[src/rtl/serializer_id_reset_defines.vh]
// Register offsets, fields, reset values and timing for the ID and reset register bank
`ifndef SERIALIZER_ID_RESET_DEFINES_VH
`define SERIALIZER_ID_RESET_DEFINES_VH

`define REG_SLAVE_ADDRESS_CONFIG 8'h00
`define REG_SOFT_RESET_CONTROL   8'h01

`define ADDR_FIELD_MSB           7
`define ADDR_FIELD_LSB           1
`define ADDR_SELECT_BIT          0
`define ADDR_SELECT_RESET        1'b0

`define RST_VIDEO_BIT            4
`define RST_FULL_BIT             1
`define RST_KEEP_BIT             0
`define RST_RESERVED_VALUE       8'h00

`define STRAP_BASE_ADDR          7'h0C
`define STRAP_LEVEL_BITS         3

`define UNMAPPED_READ_VALUE      8'h00

`define CLK_PERIOD_NS            20
`define RST_PULSE_NS             1000
`define RST_PULSE_CYCLES         ((`RST_PULSE_NS + `CLK_PERIOD_NS - 1) / `CLK_PERIOD_NS)

`endif

[src/rtl/serializer_id_reset.v]
// I2C slave port with the target-address register and self-clearing soft-reset register
// How it works
// - Address field loads strap, software-writable.
// - Select bit picks strap or programmed address.
// - Bit 4 pulses video-input reset, self-clears.
// - Bit 1 resets whole core and registers.
// - Bit 0 resets core, registers mostly kept.
// - Keep-register reset reloads strap-derived values.
// - Keep-register reset restores listed registers too.
// - Strap address 0x0C..0x1A in steps of two.
`timescale 1ns/1ps
`include "serializer_id_reset_defines.vh"

module serializer_id_reset #(
  parameter RST_PULSE_CYCLES = `RST_PULSE_CYCLES
) (
  input  wire       clk,
  input  wire       resetn,
  input  wire       scl,
  input  wire       sda_in,
  output wire       sda_out,
  output reg        sda_oe,
  input  wire [2:0] address_strap_pin,
  output reg  [6:0] active_address,
  output wire       video_input_reset,
  output wire       full_core_reset,
  output wire       core_reset_keep_registers,
  output reg        restore_selected_defaults
);

  localparam CW = 16;
  localparam [CW-1:0] PULSE = RST_PULSE_CYCLES[CW-1:0];

  localparam [4:0] ST_IDLE = 5'h01;
  localparam [4:0] ST_ADDR = 5'h02;
  localparam [4:0] ST_PTR  = 5'h04;
  localparam [4:0] ST_WR   = 5'h08;
  localparam [4:0] ST_RD   = 5'h10;

  reg  [4:0]    state;
  reg  [3:0]    bitcnt;
  reg  [7:0]    shreg;
  reg  [7:0]    txbyte;
  reg  [7:0]    ptr;
  reg           in_ack;
  reg           rw;
  reg           mack;
  reg           scl_d;
  reg           sda_d;
  reg           wr_en;
  reg  [7:0]    wr_addr;
  reg  [7:0]    wr_data;
  reg  [6:0]    addr_field;
  reg           addr_sel;
  reg  [6:0]    strap_addr;
  reg           strap_done;
  wire [2:0]    rst_busy;
  wire [2:0]    rst_start;
  wire [7:0]    rst_value;
  wire [7:0]    rd_now;

  // Open drain: only ever pulls low
  assign sda_out = 1'b0;

  wire start_cond = scl && scl_d && sda_d && !sda_in;
  wire stop_cond  = scl && scl_d && !sda_d && sda_in;
  wire scl_rise   = scl && !scl_d;
  wire scl_fall   = !scl && scl_d;

  function [6:0] strap_value;
    input [2:0] level;
    begin
      strap_value = `STRAP_BASE_ADDR + {3'h0, level, 1'b0};
    end
  endfunction

  function [7:0] read_reg;
    input [7:0] a;
    input [6:0] field;
    input       sel;
    input [7:0] rst;
    begin
      case (a)
        `REG_SLAVE_ADDRESS_CONFIG: read_reg = {field, sel};
        `REG_SOFT_RESET_CONTROL:   read_reg = rst;
        default:                   read_reg = `UNMAPPED_READ_VALUE;
      endcase
    end
  endfunction

  assign rst_value = {3'h0, rst_busy[2], 2'h0, rst_busy[1], rst_busy[0]};
  assign rd_now    = read_reg(ptr, addr_field, addr_sel, rst_value);

  // Self-clearing reset bits: index 0 keep-registers, 1 full core, 2 video input
  genvar i;
  generate
    for (i = 0; i < 3; i = i + 1) begin : g_rst
      localparam integer POS = (i == 0) ? `RST_KEEP_BIT :
                               (i == 1) ? `RST_FULL_BIT : `RST_VIDEO_BIT;
      reg [CW-1:0] cnt;
      assign rst_start[i] = wr_en && (wr_addr == `REG_SOFT_RESET_CONTROL) && wr_data[POS];
      assign rst_busy[i]  = (cnt != {CW{1'b0}});
      always @(posedge clk) begin
        if (!resetn) begin
          cnt <= {CW{1'b0}};
        end else if (rst_start[i]) begin
          cnt <= PULSE;
        end else if (rst_busy[i]) begin
          cnt <= cnt - {{(CW-1){1'b0}}, 1'b1};
        end
      end
    end
  endgenerate

  assign core_reset_keep_registers = rst_busy[0];
  assign full_core_reset           = rst_busy[1];
  assign video_input_reset         = rst_busy[2];

  // Register storage; the strap is sampled on the first clock after reset release
  always @(posedge clk) begin
    if (!resetn) begin
      strap_done                <= 1'b0;
      strap_addr                <= `STRAP_BASE_ADDR;
      addr_field                <= `STRAP_BASE_ADDR;
      addr_sel                  <= `ADDR_SELECT_RESET;
      restore_selected_defaults <= 1'b0;
    end else begin
      restore_selected_defaults <= rst_start[0];
      if (!strap_done) begin
        strap_done <= 1'b1;
        strap_addr <= strap_value(address_strap_pin);
        addr_field <= strap_value(address_strap_pin);
      end else if (rst_busy[1] || rst_start[1]) begin
        // Address-register writes are ignored while the full core reset holds
        addr_field <= strap_addr;
        addr_sel   <= `ADDR_SELECT_RESET;
      end else if (rst_start[0]) begin
        addr_field <= strap_addr;
      end else if (wr_en && wr_addr == `REG_SLAVE_ADDRESS_CONFIG) begin
        addr_field <= wr_data[`ADDR_FIELD_MSB:`ADDR_FIELD_LSB];
        addr_sel   <= wr_data[`ADDR_SELECT_BIT];
      end
    end
  end

  always @(posedge clk) begin
    if (!resetn) begin
      active_address <= `STRAP_BASE_ADDR;
    end else begin
      active_address <= addr_sel ? addr_field : strap_addr;
    end
  end

  // I2C slave; the slave logic is left out of the full core reset so the
  // acknowledge of the very write that triggered it still completes
  always @(posedge clk) begin
    if (!resetn) begin
      state   <= ST_IDLE;
      bitcnt  <= 4'h0;
      shreg   <= 8'h00;
      txbyte  <= 8'h00;
      ptr     <= 8'h00;
      in_ack  <= 1'b0;
      rw      <= 1'b0;
      mack    <= 1'b0;
      scl_d   <= 1'b1;
      sda_d   <= 1'b1;
      sda_oe  <= 1'b0;
      wr_en   <= 1'b0;
      wr_addr <= 8'h00;
      wr_data <= 8'h00;
    end else begin
      scl_d <= scl;
      sda_d <= sda_in;
      wr_en <= 1'b0;
      if (start_cond) begin
        state  <= ST_ADDR;
        bitcnt <= 4'h0;
        in_ack <= 1'b0;
        sda_oe <= 1'b0;
      end else if (stop_cond) begin
        state  <= ST_IDLE;
        in_ack <= 1'b0;
        sda_oe <= 1'b0;
      end else if (scl_rise) begin
        if (state == ST_RD) begin
          if (in_ack) begin
            mack <= !sda_in;
          end else begin
            bitcnt <= bitcnt + 4'h1;
          end
        end else if (!in_ack && state != ST_IDLE) begin
          shreg  <= {shreg[6:0], sda_in};
          bitcnt <= bitcnt + 4'h1;
        end
      end else if (scl_fall) begin
        case (state)
          ST_ADDR: begin
            if (in_ack) begin
              in_ack <= 1'b0;
              bitcnt <= 4'h0;
              if (rw) begin
                state  <= ST_RD;
                txbyte <= rd_now;
                sda_oe <= !rd_now[7];
                ptr    <= ptr + 8'h01;
              end else begin
                state  <= ST_PTR;
                sda_oe <= 1'b0;
              end
            end else if (bitcnt == 4'h8) begin
              if (shreg[7:1] == active_address) begin
                in_ack <= 1'b1;
                sda_oe <= 1'b1;
                rw     <= shreg[0];
              end else begin
                state <= ST_IDLE;
              end
            end
          end
          ST_PTR, ST_WR: begin
            if (in_ack) begin
              in_ack <= 1'b0;
              bitcnt <= 4'h0;
              sda_oe <= 1'b0;
              state  <= ST_WR;
            end else if (bitcnt == 4'h8) begin
              in_ack <= 1'b1;
              sda_oe <= 1'b1;
              if (state == ST_PTR) begin
                ptr <= shreg;
              end else begin
                wr_en   <= 1'b1;
                wr_addr <= ptr;
                wr_data <= shreg;
                ptr     <= ptr + 8'h01;
              end
            end
          end
          ST_RD: begin
            if (in_ack) begin
              in_ack <= 1'b0;
              bitcnt <= 4'h0;
              if (mack) begin
                txbyte <= rd_now;
                sda_oe <= !rd_now[7];
                ptr    <= ptr + 8'h01;
              end else begin
                state  <= ST_IDLE;
                sda_oe <= 1'b0;
              end
            end else if (bitcnt == 4'h8) begin
              in_ack <= 1'b1;
              sda_oe <= 1'b0;
            end else begin
              sda_oe <= !txbyte[3'd7 - bitcnt[2:0]];
            end
          end
          ST_IDLE: begin
            sda_oe <= 1'b0;
          end
          default: begin
            state  <= ST_IDLE;
            sda_oe <= 1'b0;
          end
        endcase
      end
    end
  end

endmodule // serializer_id_reset

[config.mk]
export PLATFORM = sky130hd
export DESIGN_NAME = serializer_id_reset
export DESIGN_NICKNAME = d
export VERILOG_FILES = /design/src/rtl/serializer_id_reset.v
export VERILOG_INCLUDE_DIRS = /design/src /design/src/rtl
export SDC_FILE = /design/constraint.sdc
export NUM_CORES = 1
export LEC_CHECK = 0
export ABC_CLOCK_PERIOD_IN_PS = 4500
export BUFFER_PORTS_ARGS = -buffer_cell sky130_fd_sc_hd__buf_2
export CORE_MARGIN = 5
export CORE_UTILIZATION = 48
export CTS_CLUSTER_SIZE = 8
export DETAILED_ROUTE_END_ITERATION = 8
export GPL_ROUTABILITY_DRIVEN = 1
export PLACE_DENSITY = 0.62
export SLEW_MARGIN = 10
export SYNTH_ARGS = -nofsm -noshare
export SYNTH_HDL_FRONTEND = slang
export SYNTH_SLANG_ARGS = --single-unit
[constraint.sdc]
create_clock -name clk -period 4.5 [get_ports clk]
set_input_delay 0.225 -clock clk [delete_from_list [all_inputs] [get_ports clk]]
set_output_delay 0.225 -clock clk [all_outputs]
set_load 0.005 [all_outputs]
Yosys cells after proc, flatten, opt, wreduce, memory -nomap -nowiden
Index checks and enable logic that the tools add are counted.

word-level totals
  logic and storage cells = 204
  output and inout bits = 13
  input bits = 7
  flip-flop bits (word level) = 128

operators by class
  multiplexer cells = 67
  add/sub/neg operators = 7
  reduce and logical (&&, ||, !) cells = 58
  equality and inequality tests = 33
  order comparisons = 1
  bitwise gates (word level) = 11

operator list
  cell                                                                  number
  8-bit 2-to-1 mux                                                      11
  16-bit nonzero test                                                   3
  16-bit by 1-bit subtractor with 16-bit output, second input constant  3
  6-bit 2-to-1 mux                                                      6
  5-bit 2-to-1 mux                                                      7
  7-bit 2-to-1 mux                                                      5
  8-bit case mux with 2 select lines                                    2
  8-bit AND reduction                                                   4
  4-bit 2-to-1 mux                                                      7
  8-bit case mux with 3 select lines                                    1
  3-bit inequality test, second input constant                          7
  1-bit 2-to-1 mux                                                      20
  5-bit case mux with 4 select lines                                    1
  2-bit nonzero test                                                    9
  8-bit by 1-bit == test with 1-bit output, second input constant       2
  8-bit zero test                                                       2
  2-bit inequality test, second input constant                          8
  5-bit AND reduction                                                   3
  1-bit logical AND                                                     13
  4-bit inequality test, second input constant                          3
  1-bit inverter                                                        11
  11-bit AND reduction                                                  1
  5-bit inequality test, second input constant                          2
  2-bit OR reduction                                                    5
  29 further kinds                                                      41

Logic depth before layout (Yosys ltp)
Gate-level depths: netlist (run 1).

  depth after elaboration = 9
  depth in mapped cells = 9

Worst setup path before layout (run 1)
Ideal clock, no wire load.

  kind = reg2reg
  start = register state[3]
  end = register state[0]
  path slack = 2.589 ns
  path buffers = 1
  clock period less this slack = 1.911 ns
  data arrival time = 1.768 ns
  required time = 4.357 ns
  stages on the path, launching flop included = 7
  path through = dfxtp_1 -> buf_2 -> or4b_1 -> or4_1 -> and4_4 -> a31oi_1 -> o311ai_1

between the ends
  cells in the longest elaborated chain, start to end = 7

ends and longest elaborated chain
  item                                                                                                         line                       RTL
  start: declaration                                                                                           serializer_id_reset.v:40   reg [4:0] state;
  start signal: assignment                                                                                     serializer_id_reset.v:158  state <= ST_IDLE;
  start signal: assignment                                                                                     serializer_id_reset.v:177  state <= ST_ADDR;
  start signal: assignment                                                                                     serializer_id_reset.v:182  state <= ST_IDLE;
  5-bit by 3-bit == test with 1-bit output / 5-bit by 4-bit == test with 1-bit output (equally long branches)  serializer_id_reset.v:197  case (state)
  2-bit OR reduction                                                                                           serializer_id_reset.v:197
  5-bit case mux with 4 select lines                                                                           serializer_id_reset.v:197
  2-bit 2-to-1 mux                                                                                             serializer_id_reset.v:196  end else if (scl_fall) begin
  2-bit 2-to-1 mux                                                                                             serializer_id_reset.v:185  end else if (scl_rise) begin
  2-bit 2-to-1 mux                                                                                             serializer_id_reset.v:181  end else if (stop_cond) begin
  2-bit 2-to-1 mux                                                                                             serializer_id_reset.v:176  if (start_cond) begin

Several ways; a longest one is shown, not always the timed one. The select of a mux whose other input is x is not followed.
A chain may end at the register's enable or synchronous reset.

Worst setup path in the final report (run 1)
  start = register in_ack
  end = register ptr[5]

between the ends
  cells in the longest elaborated chain, start to end = 2

ends and longest elaborated chain
  item                                       line                       RTL
  start: declaration                         serializer_id_reset.v:45   reg in_ack;
  start signal: assignment                   serializer_id_reset.v:163  in_ack <= 1'b0;
  start signal: assignment                   serializer_id_reset.v:179  in_ack <= 1'b0;
  start signal: assignment                   serializer_id_reset.v:183  in_ack <= 1'b0;
  2-bit inequality test (no source line)     --
  11-bit AND reduction (no source line) (*)  --
  end signal: assignment                     serializer_id_reset.v:206  ptr <= ptr + 8'h01;
  end signal: assignment                     serializer_id_reset.v:231  ptr <= shreg;
  end signal: assignment                     serializer_id_reset.v:236  ptr <= ptr + 8'h01;
  end: declaration                           serializer_id_reset.v:44   reg [7:0] ptr;

Every way passes the cells marked *; elsewhere a longest branch is shown, timed or not.

==> impl_metrics.tcl, run 1 <==
set metrics [dict create \
    status "finished, final reports clean" \
    cp_data_arrival_time_ps 2900 \
    wire_per_inst_um 16.51 \
    ys_warn_count 0 \
    rsz0062_at_grt "no" \
    final_cell_area_um2 7078 \
    grt_max_degree 53 \
    fin_worst_skew_ps 5.500 \
    grt_util_all_layers_pct 20.20 \
    setup_viol 0 \
    r2r_cells 5 \
    postCtsHoldBufs 0 \
    post_cts_buffers 0 \
    place_area_um2 6487 \
    htreeDepth 4 \
    final_core_util_pct 54.09 \
    die_w_um 124.8 \
    clkSlewWorstSetupHoldPaths_ps 50 \
    place.gp.congestion 0.9202 \
    cts_root_buffer "clkbuf_16" \
    clock_path_buffers 2 \
    layout_common_cells "dfxtp_1, nor2_1, nand2_1, a21oi_1, mux2i_1" \
    dpl.hpwl_um 10850 \
    nFillCells 1209 \
    synth_area_um2 6330 \
    io_buffers 18 \
    grtUsageMet2_pct 32.63 \
    setup_tns_ps 0 \
    synth_flop_cell "dfxtp_1" \
    vias_per_cell 5.840 \
    grt-ovfl-total 0 \
    slew_headroom_pct 29.81 \
    ys_seq_area_share_pct 39.53 \
    fin_crit_sh_pct 57.70 \
    drc_errors 0 \
    worstPathMaxFanout 17 \
    max-vdd-ir-drop_mv 0.2904 \
    cp.required_ps 4800 \
    path_common_cell "o211ai_1" \
    met1_usage_pct 26.88 \
    first_global_vias 5244 \
    cp_slowest_cell "dfxtp_1" \
    die_area_um2 15580 \
    ys_ff_latch 125 \
    grt_pass1_wl_um 26190 \
    crit_chain "inv_1, o211ai_1, o211ai_1, or2_2, o221a_2" \
    row_count 42 \
    synth_cells 736 \
    drive_gt1_share_pct 9.626 \
    busiest_layer "met2" \
    vias 5396 \
    hold_path_class "in2reg" \
    final_common_cell "dfxtp_1" \
    slowest_delay_ps 680 \
    cp-start-kind "register" \
    min_period_ps 2597 \
    whs_path_depth 3 \
    fmax_ghz 0.3851 \
    io_pins 20 \
    num-nets-final 757 \
    p_leak_nw 2.625 \
    ant_nets 0 \
    tightest_slew_ps 1042 \
    synth_cell_types 71 \
    diodes 0 \
    core_um2 13090 \
    use_met3_pct 4.460 \
    clock_sinks 125 \
    drt_iter0_markers 431 \
    routed_wl_um 15250 \
    avgSynthCellArea_um2 8.600 \
    path_class "reg2reg" \
    syn_nets 756 \
    end_kind "register" \
    drv_cap 0 \
    synth_edf_count 0 \
    first_pass_iters 5 \
    cts_tree "yes" \
    die_h_um 124.8 \
    worstSkewPairLatency_ps 410 \
    slew_violations 0 \
    power.density_nw_per_um2 564.3 \
    initial_core_util_pct 48.37 \
    hold_slack_ps 51.19 \
    antenna_found_initial 0 \
    async_flop_share_pct 0 \
    numCtsBuffers 17 \
    syn2layout_area_growth_pct 11.82 \
    post_cts_resized 0 \
    finalHoldViolCount 0 \
]
[synthesized netlist by cell type (all sizes together) (8+ instances only)]
library cell	n	share of area (%)
buf	16	1.4
nor3	28	2.5
nand3	24	2.0
o311ai	8	1.1
mux2i	40	6.3
dfxtp	125	40
clkbuf	22	1.3
and3	8	0.79
a211oi	9	1.1
o31ai	10	1.2
o21ai	26	2.1
inv	26	1.5
nand2	48	2.8
ha	13	2.6
nor4	23	2.6
or3	11	1.1
xnor2	27	3.7
nand2b	9	0.89
or4	11	1.4
xor2	12	1.7
a21oi	45	3.6
nor2	90	5.3
nand4	11	1.1
[power breakdown]
part           internal [W]  switching (W)
registers           0.00126       0.000158
logic              0.000500       0.000689
clock network      0.000906       0.000479
[worst paths after layout]
path	start	endpoint	slack (ps)
min reg2reg	txbyte[7]	txbyte[7]	450
min	scl	scl_d	50
max	in_ack	ptr[5]	1900
max reg2reg	in_ack	ptr[5]	1900
[layer usage]
metal	routed length [µm]	part of all wire (%)
met5	0	0
met4	259	1.7
met3	514	3.4
met2	7200	47
met1	7279	48
[metrics by stage]
| stage | total power (W) | cells | setup slack, ps |
|---|---|---|---|
| detailed placement | 0.002628 | 894 | 2001 |
| floorplan | 0.002398 | 736 | 2589 |
| CTS | 0.004025 | 924 | 1980 |
| global placement | 0.002593 | 894 | 2102 |
| finish | 0.003994 | 924 | 1903 |
| global route | 0.004274 | 924 | 1633 |
[registers in the layout, indices dropped and copies added (netlist names)]
register and flops:
g_rst.cnt 48, ptr 8, shreg 8, txbyte 8, wr_addr 8, wr_data 8
active_address 7, addr_field 7, state 5, bitcnt 4, strap_addr 4, addr_sel 1
in_ack 1, mack 1, restore_selected_defaults 1, rw 1, scl_d 1, sda_d 1
sda_oe 1, strap_done 1, wr_en 1
[logic make-up after synthesis]
logic type	share of synthesized area [%]
AO/OA/AOI/OAI	16.13
XOR/XNOR	5.396
flip-flops	39.53
AND/OR/NAND/NOR	24.99
buffers and inverters	4.289
other	0.05924
multiplexers	7.037
adder cells (fa/ha/maj)	2.570
[final cells by class]
class                      instances  area (µm²)  share of cell area [%]
multi-input combinational        547        3562                   50.33
clock buffer                      23       478.0                   6.753
tap                              176       220.2                   3.111
inverter                          26       97.59                   1.379
clock inverter                     7       112.6                   1.591
sequential                       125        2502                   35.35
timing repair buffer              20       105.1                   1.485
[worst max-delay path, delay by kind of cell (launching register included)]
kind / cells / cell delay, ps
compound gates: 3 / 1020
simple gates: 1 / 490
buf+inv: 1 / 290
flops: 1 / 680
Note: power is estimated with default switching activity, not from simulation.
==> inputs of run 2 (changes only) <==
- ABC_AREA: default -> 1
- ABC_CLOCK_PERIOD_IN_PS: 4500 -> 2370
- PLACE_DENSITY: 0.62 -> 0.65
- clock period: 4.5 -> 2.37 ns (I/O delays scaled with it)
==> run 2 against run 1 <==
Sequential share of layout area down 1.6 points. Register-to-register slack got worse by 1600 ps. Setup slack worse by 1600 ps. Critical endpoint is now ptr[2]. Highest routed layer unchanged. Largest power group is now combinational logic. Critical path type unchanged.
==> impl_metrics.tcl, run 2 <==
set metrics [dict create \
    io_buffers 18 \
    synth_flop_cell "dfxtp_1" \
    wire_per_inst_um 13.00 \
    timing.rr.start "bitcnt[0]" \
    fin_worst_skew_ps 6.518 \
    path_common_cell "nand2_1" \
    largest_reg_flops 48 \
    critical_path_buf_inv_count 2 \
    ys_seq_area_share_pct 38.34 \
    power.density_nw_per_um2 1182 \
    place_area_um2 6768 \
    endpoint "ptr[2]" \
    grt_max_degree 42 \
    final_cell_area_um2 7421 \
    drt_iter0_markers 538 \
    hold_path_class "in2reg" \
    vias 6037 \
    crit_chain "inv_1, ha_1, nand2_1, nor2_1, nand2_1, nand2_1, o21ai_1, nor2_2, nand2_1, inv_1, nor2_1, nor2_1" \
    crit_path_start "bitcnt[0]" \
    synth_edf_count 0 \
    synth_common_cells "nand2_1, nor2_1, dfxtp_1, inv_1, nand3_1" \
    routed_wl_um 15390 \
    cp_data_arrival_time_ps 2400 \
    setup_tns_ps 0 \
    setup_viol 0 \
    worstSkewPairLatency_ps 410 \
    synth_area_um2 6528 \
    final_core_util_pct 55.82 \
    grt_util_all_layers_pct 19.53 \
    io_pins 20 \
    fin_crit_sh_pct 86.58 \
    slew_headroom_pct 63.35 \
    first_global_vias 5368 \
    syn2layout_area_growth_pct 13.69 \
    die_h_um 126.6 \
    synth_top_area_share_pct 38.34 \
    htreeDepth 4 \
    synth_most_common_cell "nand2_1" \
    syn_nets 992 \
    dpl.hpwl_um 11420 \
    post_cts_resized 0 \
    initial_core_util_pct 49.10 \
    num-nets-final 1015 \
    min_period_ps 2052 \
    first_pass_iters 5 \
    row_count 42 \
    cp-start-kind "register" \
    synth_cell_types 41 \
    die_area_um2 16030 \
    rsz0062_at_grt "no" \
    synth_cells 972 \
    vias_per_cell 5.099 \
    cts_tree "yes" \
    antenna_found_initial 0 \
    drv_cap 0 \
    layout_common_cells "nand2_1, nor2_1, dfxtp_1, inv_1, nand3_1" \
    ant_nets 0 \
    cp.required_ps 2720 \
    worstReg2RegEnd "ptr[2]" \
    synth_top_area_cell "dfxtp_1" \
    regMostFlops "g_rst.cnt" \
    place.gp.congestion 0.9177 \
    path_class "reg2reg" \
    max-vdd-ir-drop_mv 0.6062 \
    drive_gt1_share_pct 9.425 \
    final_common_cell "nand2_1" \
    slew_violations 0 \
    fmax_ghz 0.4873 \
    ys_top_cells_by_area "dfxtp_1, nand2_1, nor2_1" \
    hold_slack_ps 18.54 \
    r2r_cells 12 \
    tightest_slew_ps 548.0 \
    p_leak_nw 3.394 \
    avgSynthCellArea_um2 6.716 \
    end_kind "register" \
    path_depth 12 \
    slowest_delay_ps 370 \
    clkSlewWorstSetupHoldPaths_ps 50 \
    die_w_um 126.6 \
    ys_warn_count 0 \
    cpLargestDelayFamily "simple AND/OR/NAND/NOR gates" \
    async_flop_share_pct 0 \
    clock_sinks 125 \
    clock_path_buffers 2 \
    numCtsBuffers 17 \
    core_um2 13300 \
    drc_errors 0 \
    status "finished, final reports clean" \
    cp_slowest_cell "dfxtp_1" \
    worstPathMaxFanout 11 \
    grt_pass1_wl_um 25790 \
    ys_ff_latch 125 \
    r2r_slack_ps 320 \
    diodes 0 \
    grt-ovfl-total 0 \
    cts_root_buffer "clkbuf_16" \
    finalHoldViolCount 0 \
]
## run 2: changes by cell type in the layout (fill, tap and decap cells not counted), sizes merged, moves of 37 or more
cell	delta
nand2	+175
nand3	+43
o21ai	+37
nor2	+73
inv	+96
mux2i	-40
## run 2: per-layer routing
layer  up-vias  part of all wire (%)  track usage, %
met4         0                   1.8           6.057
met2       113                    46           30.48
met1      2734                    49           26.62
met3        22                   3.7           4.960
met5         -                     0               0
li1       3168                     -               -
## run 2: power by group
group | switching (W) | total [W] | internal, W | leakage, nW
clock network | 0.000940 | 0.00275 | 0.00181 | 0.310
registers | 0.000346 | 0.00283 | 0.00248 | 1.02
logic | 0.00201 | 0.00320 | 0.00119 | 2.07
total | 0.00330 | 0.00877 | 0.00548 | 3.39
## run 2: cells by family (layout without fill, tap and decap cells)
family	count (synthesis)	count (layout)	share of synthesized area [%]
AOI/OAI and AO/OA	135	135	10.85
xor gates and xnor gates	34	34	4.562
adders and majority gates	13	13	2.492
buffers and inverters	145	181	8.740
DFF	125	125	38.34
other	1	1	0.05745
and+or+nand+nor	519	519	34.96
## run 2: worst register-to-register path: cells and delay by family (launching register included)
kind / cells / cell delay (ps)
simple gates: 8 / 1010
flops: 1 / 370
buf+inv: 2 / 370
fa+ha+maj: 1 / 170
compound gates: 1 / 70
## run 2: through the flow
stage                     total power [W]  cells  worst slack [ps]
after global placement           0.006047   1149             468.4
after floorplan                  0.005365    972             745.2
after global routing             0.009474   1184             92.84
after detailed placement         0.006037   1149             390.0
after CTS                        0.008821   1184             325.9
final                            0.008773   1184             318.1
## run 2: how the worst min path moves through the flow
stage                          from            end  cells past startpoint
6_report       address_strap_pin[0]  strap_addr[1]                      3
5_1_grt        address_strap_pin[0]  strap_addr[1]                      3
4_1_cts        address_strap_pin[0]  strap_addr[1]                      3
3_5_place_dp                 sda_in           mack                      2
3_3_place_gp                 sda_in           mack                      2
2_1_floorplan                resetn     strap_done                      0
## run 2: timing repair
action                    CTS  global route
setup buffers               0             0
hold endpoints to repair    5             0
hold buffers                3             0
## run 2: final cells by class
cell class / instances / area, µm²
Clock inverter: 12 / 166.4
Tap cell: 176 / 220.2
Clock buffer: 20 / 456.7
Inverter: 123 / 462.9
Fill cell: 1338 / 5874
Sequential cell: 125 / 2502
Multi-Input combinational cell: 702 / 3455
Timing Repair Buffer: 26 / 157.7
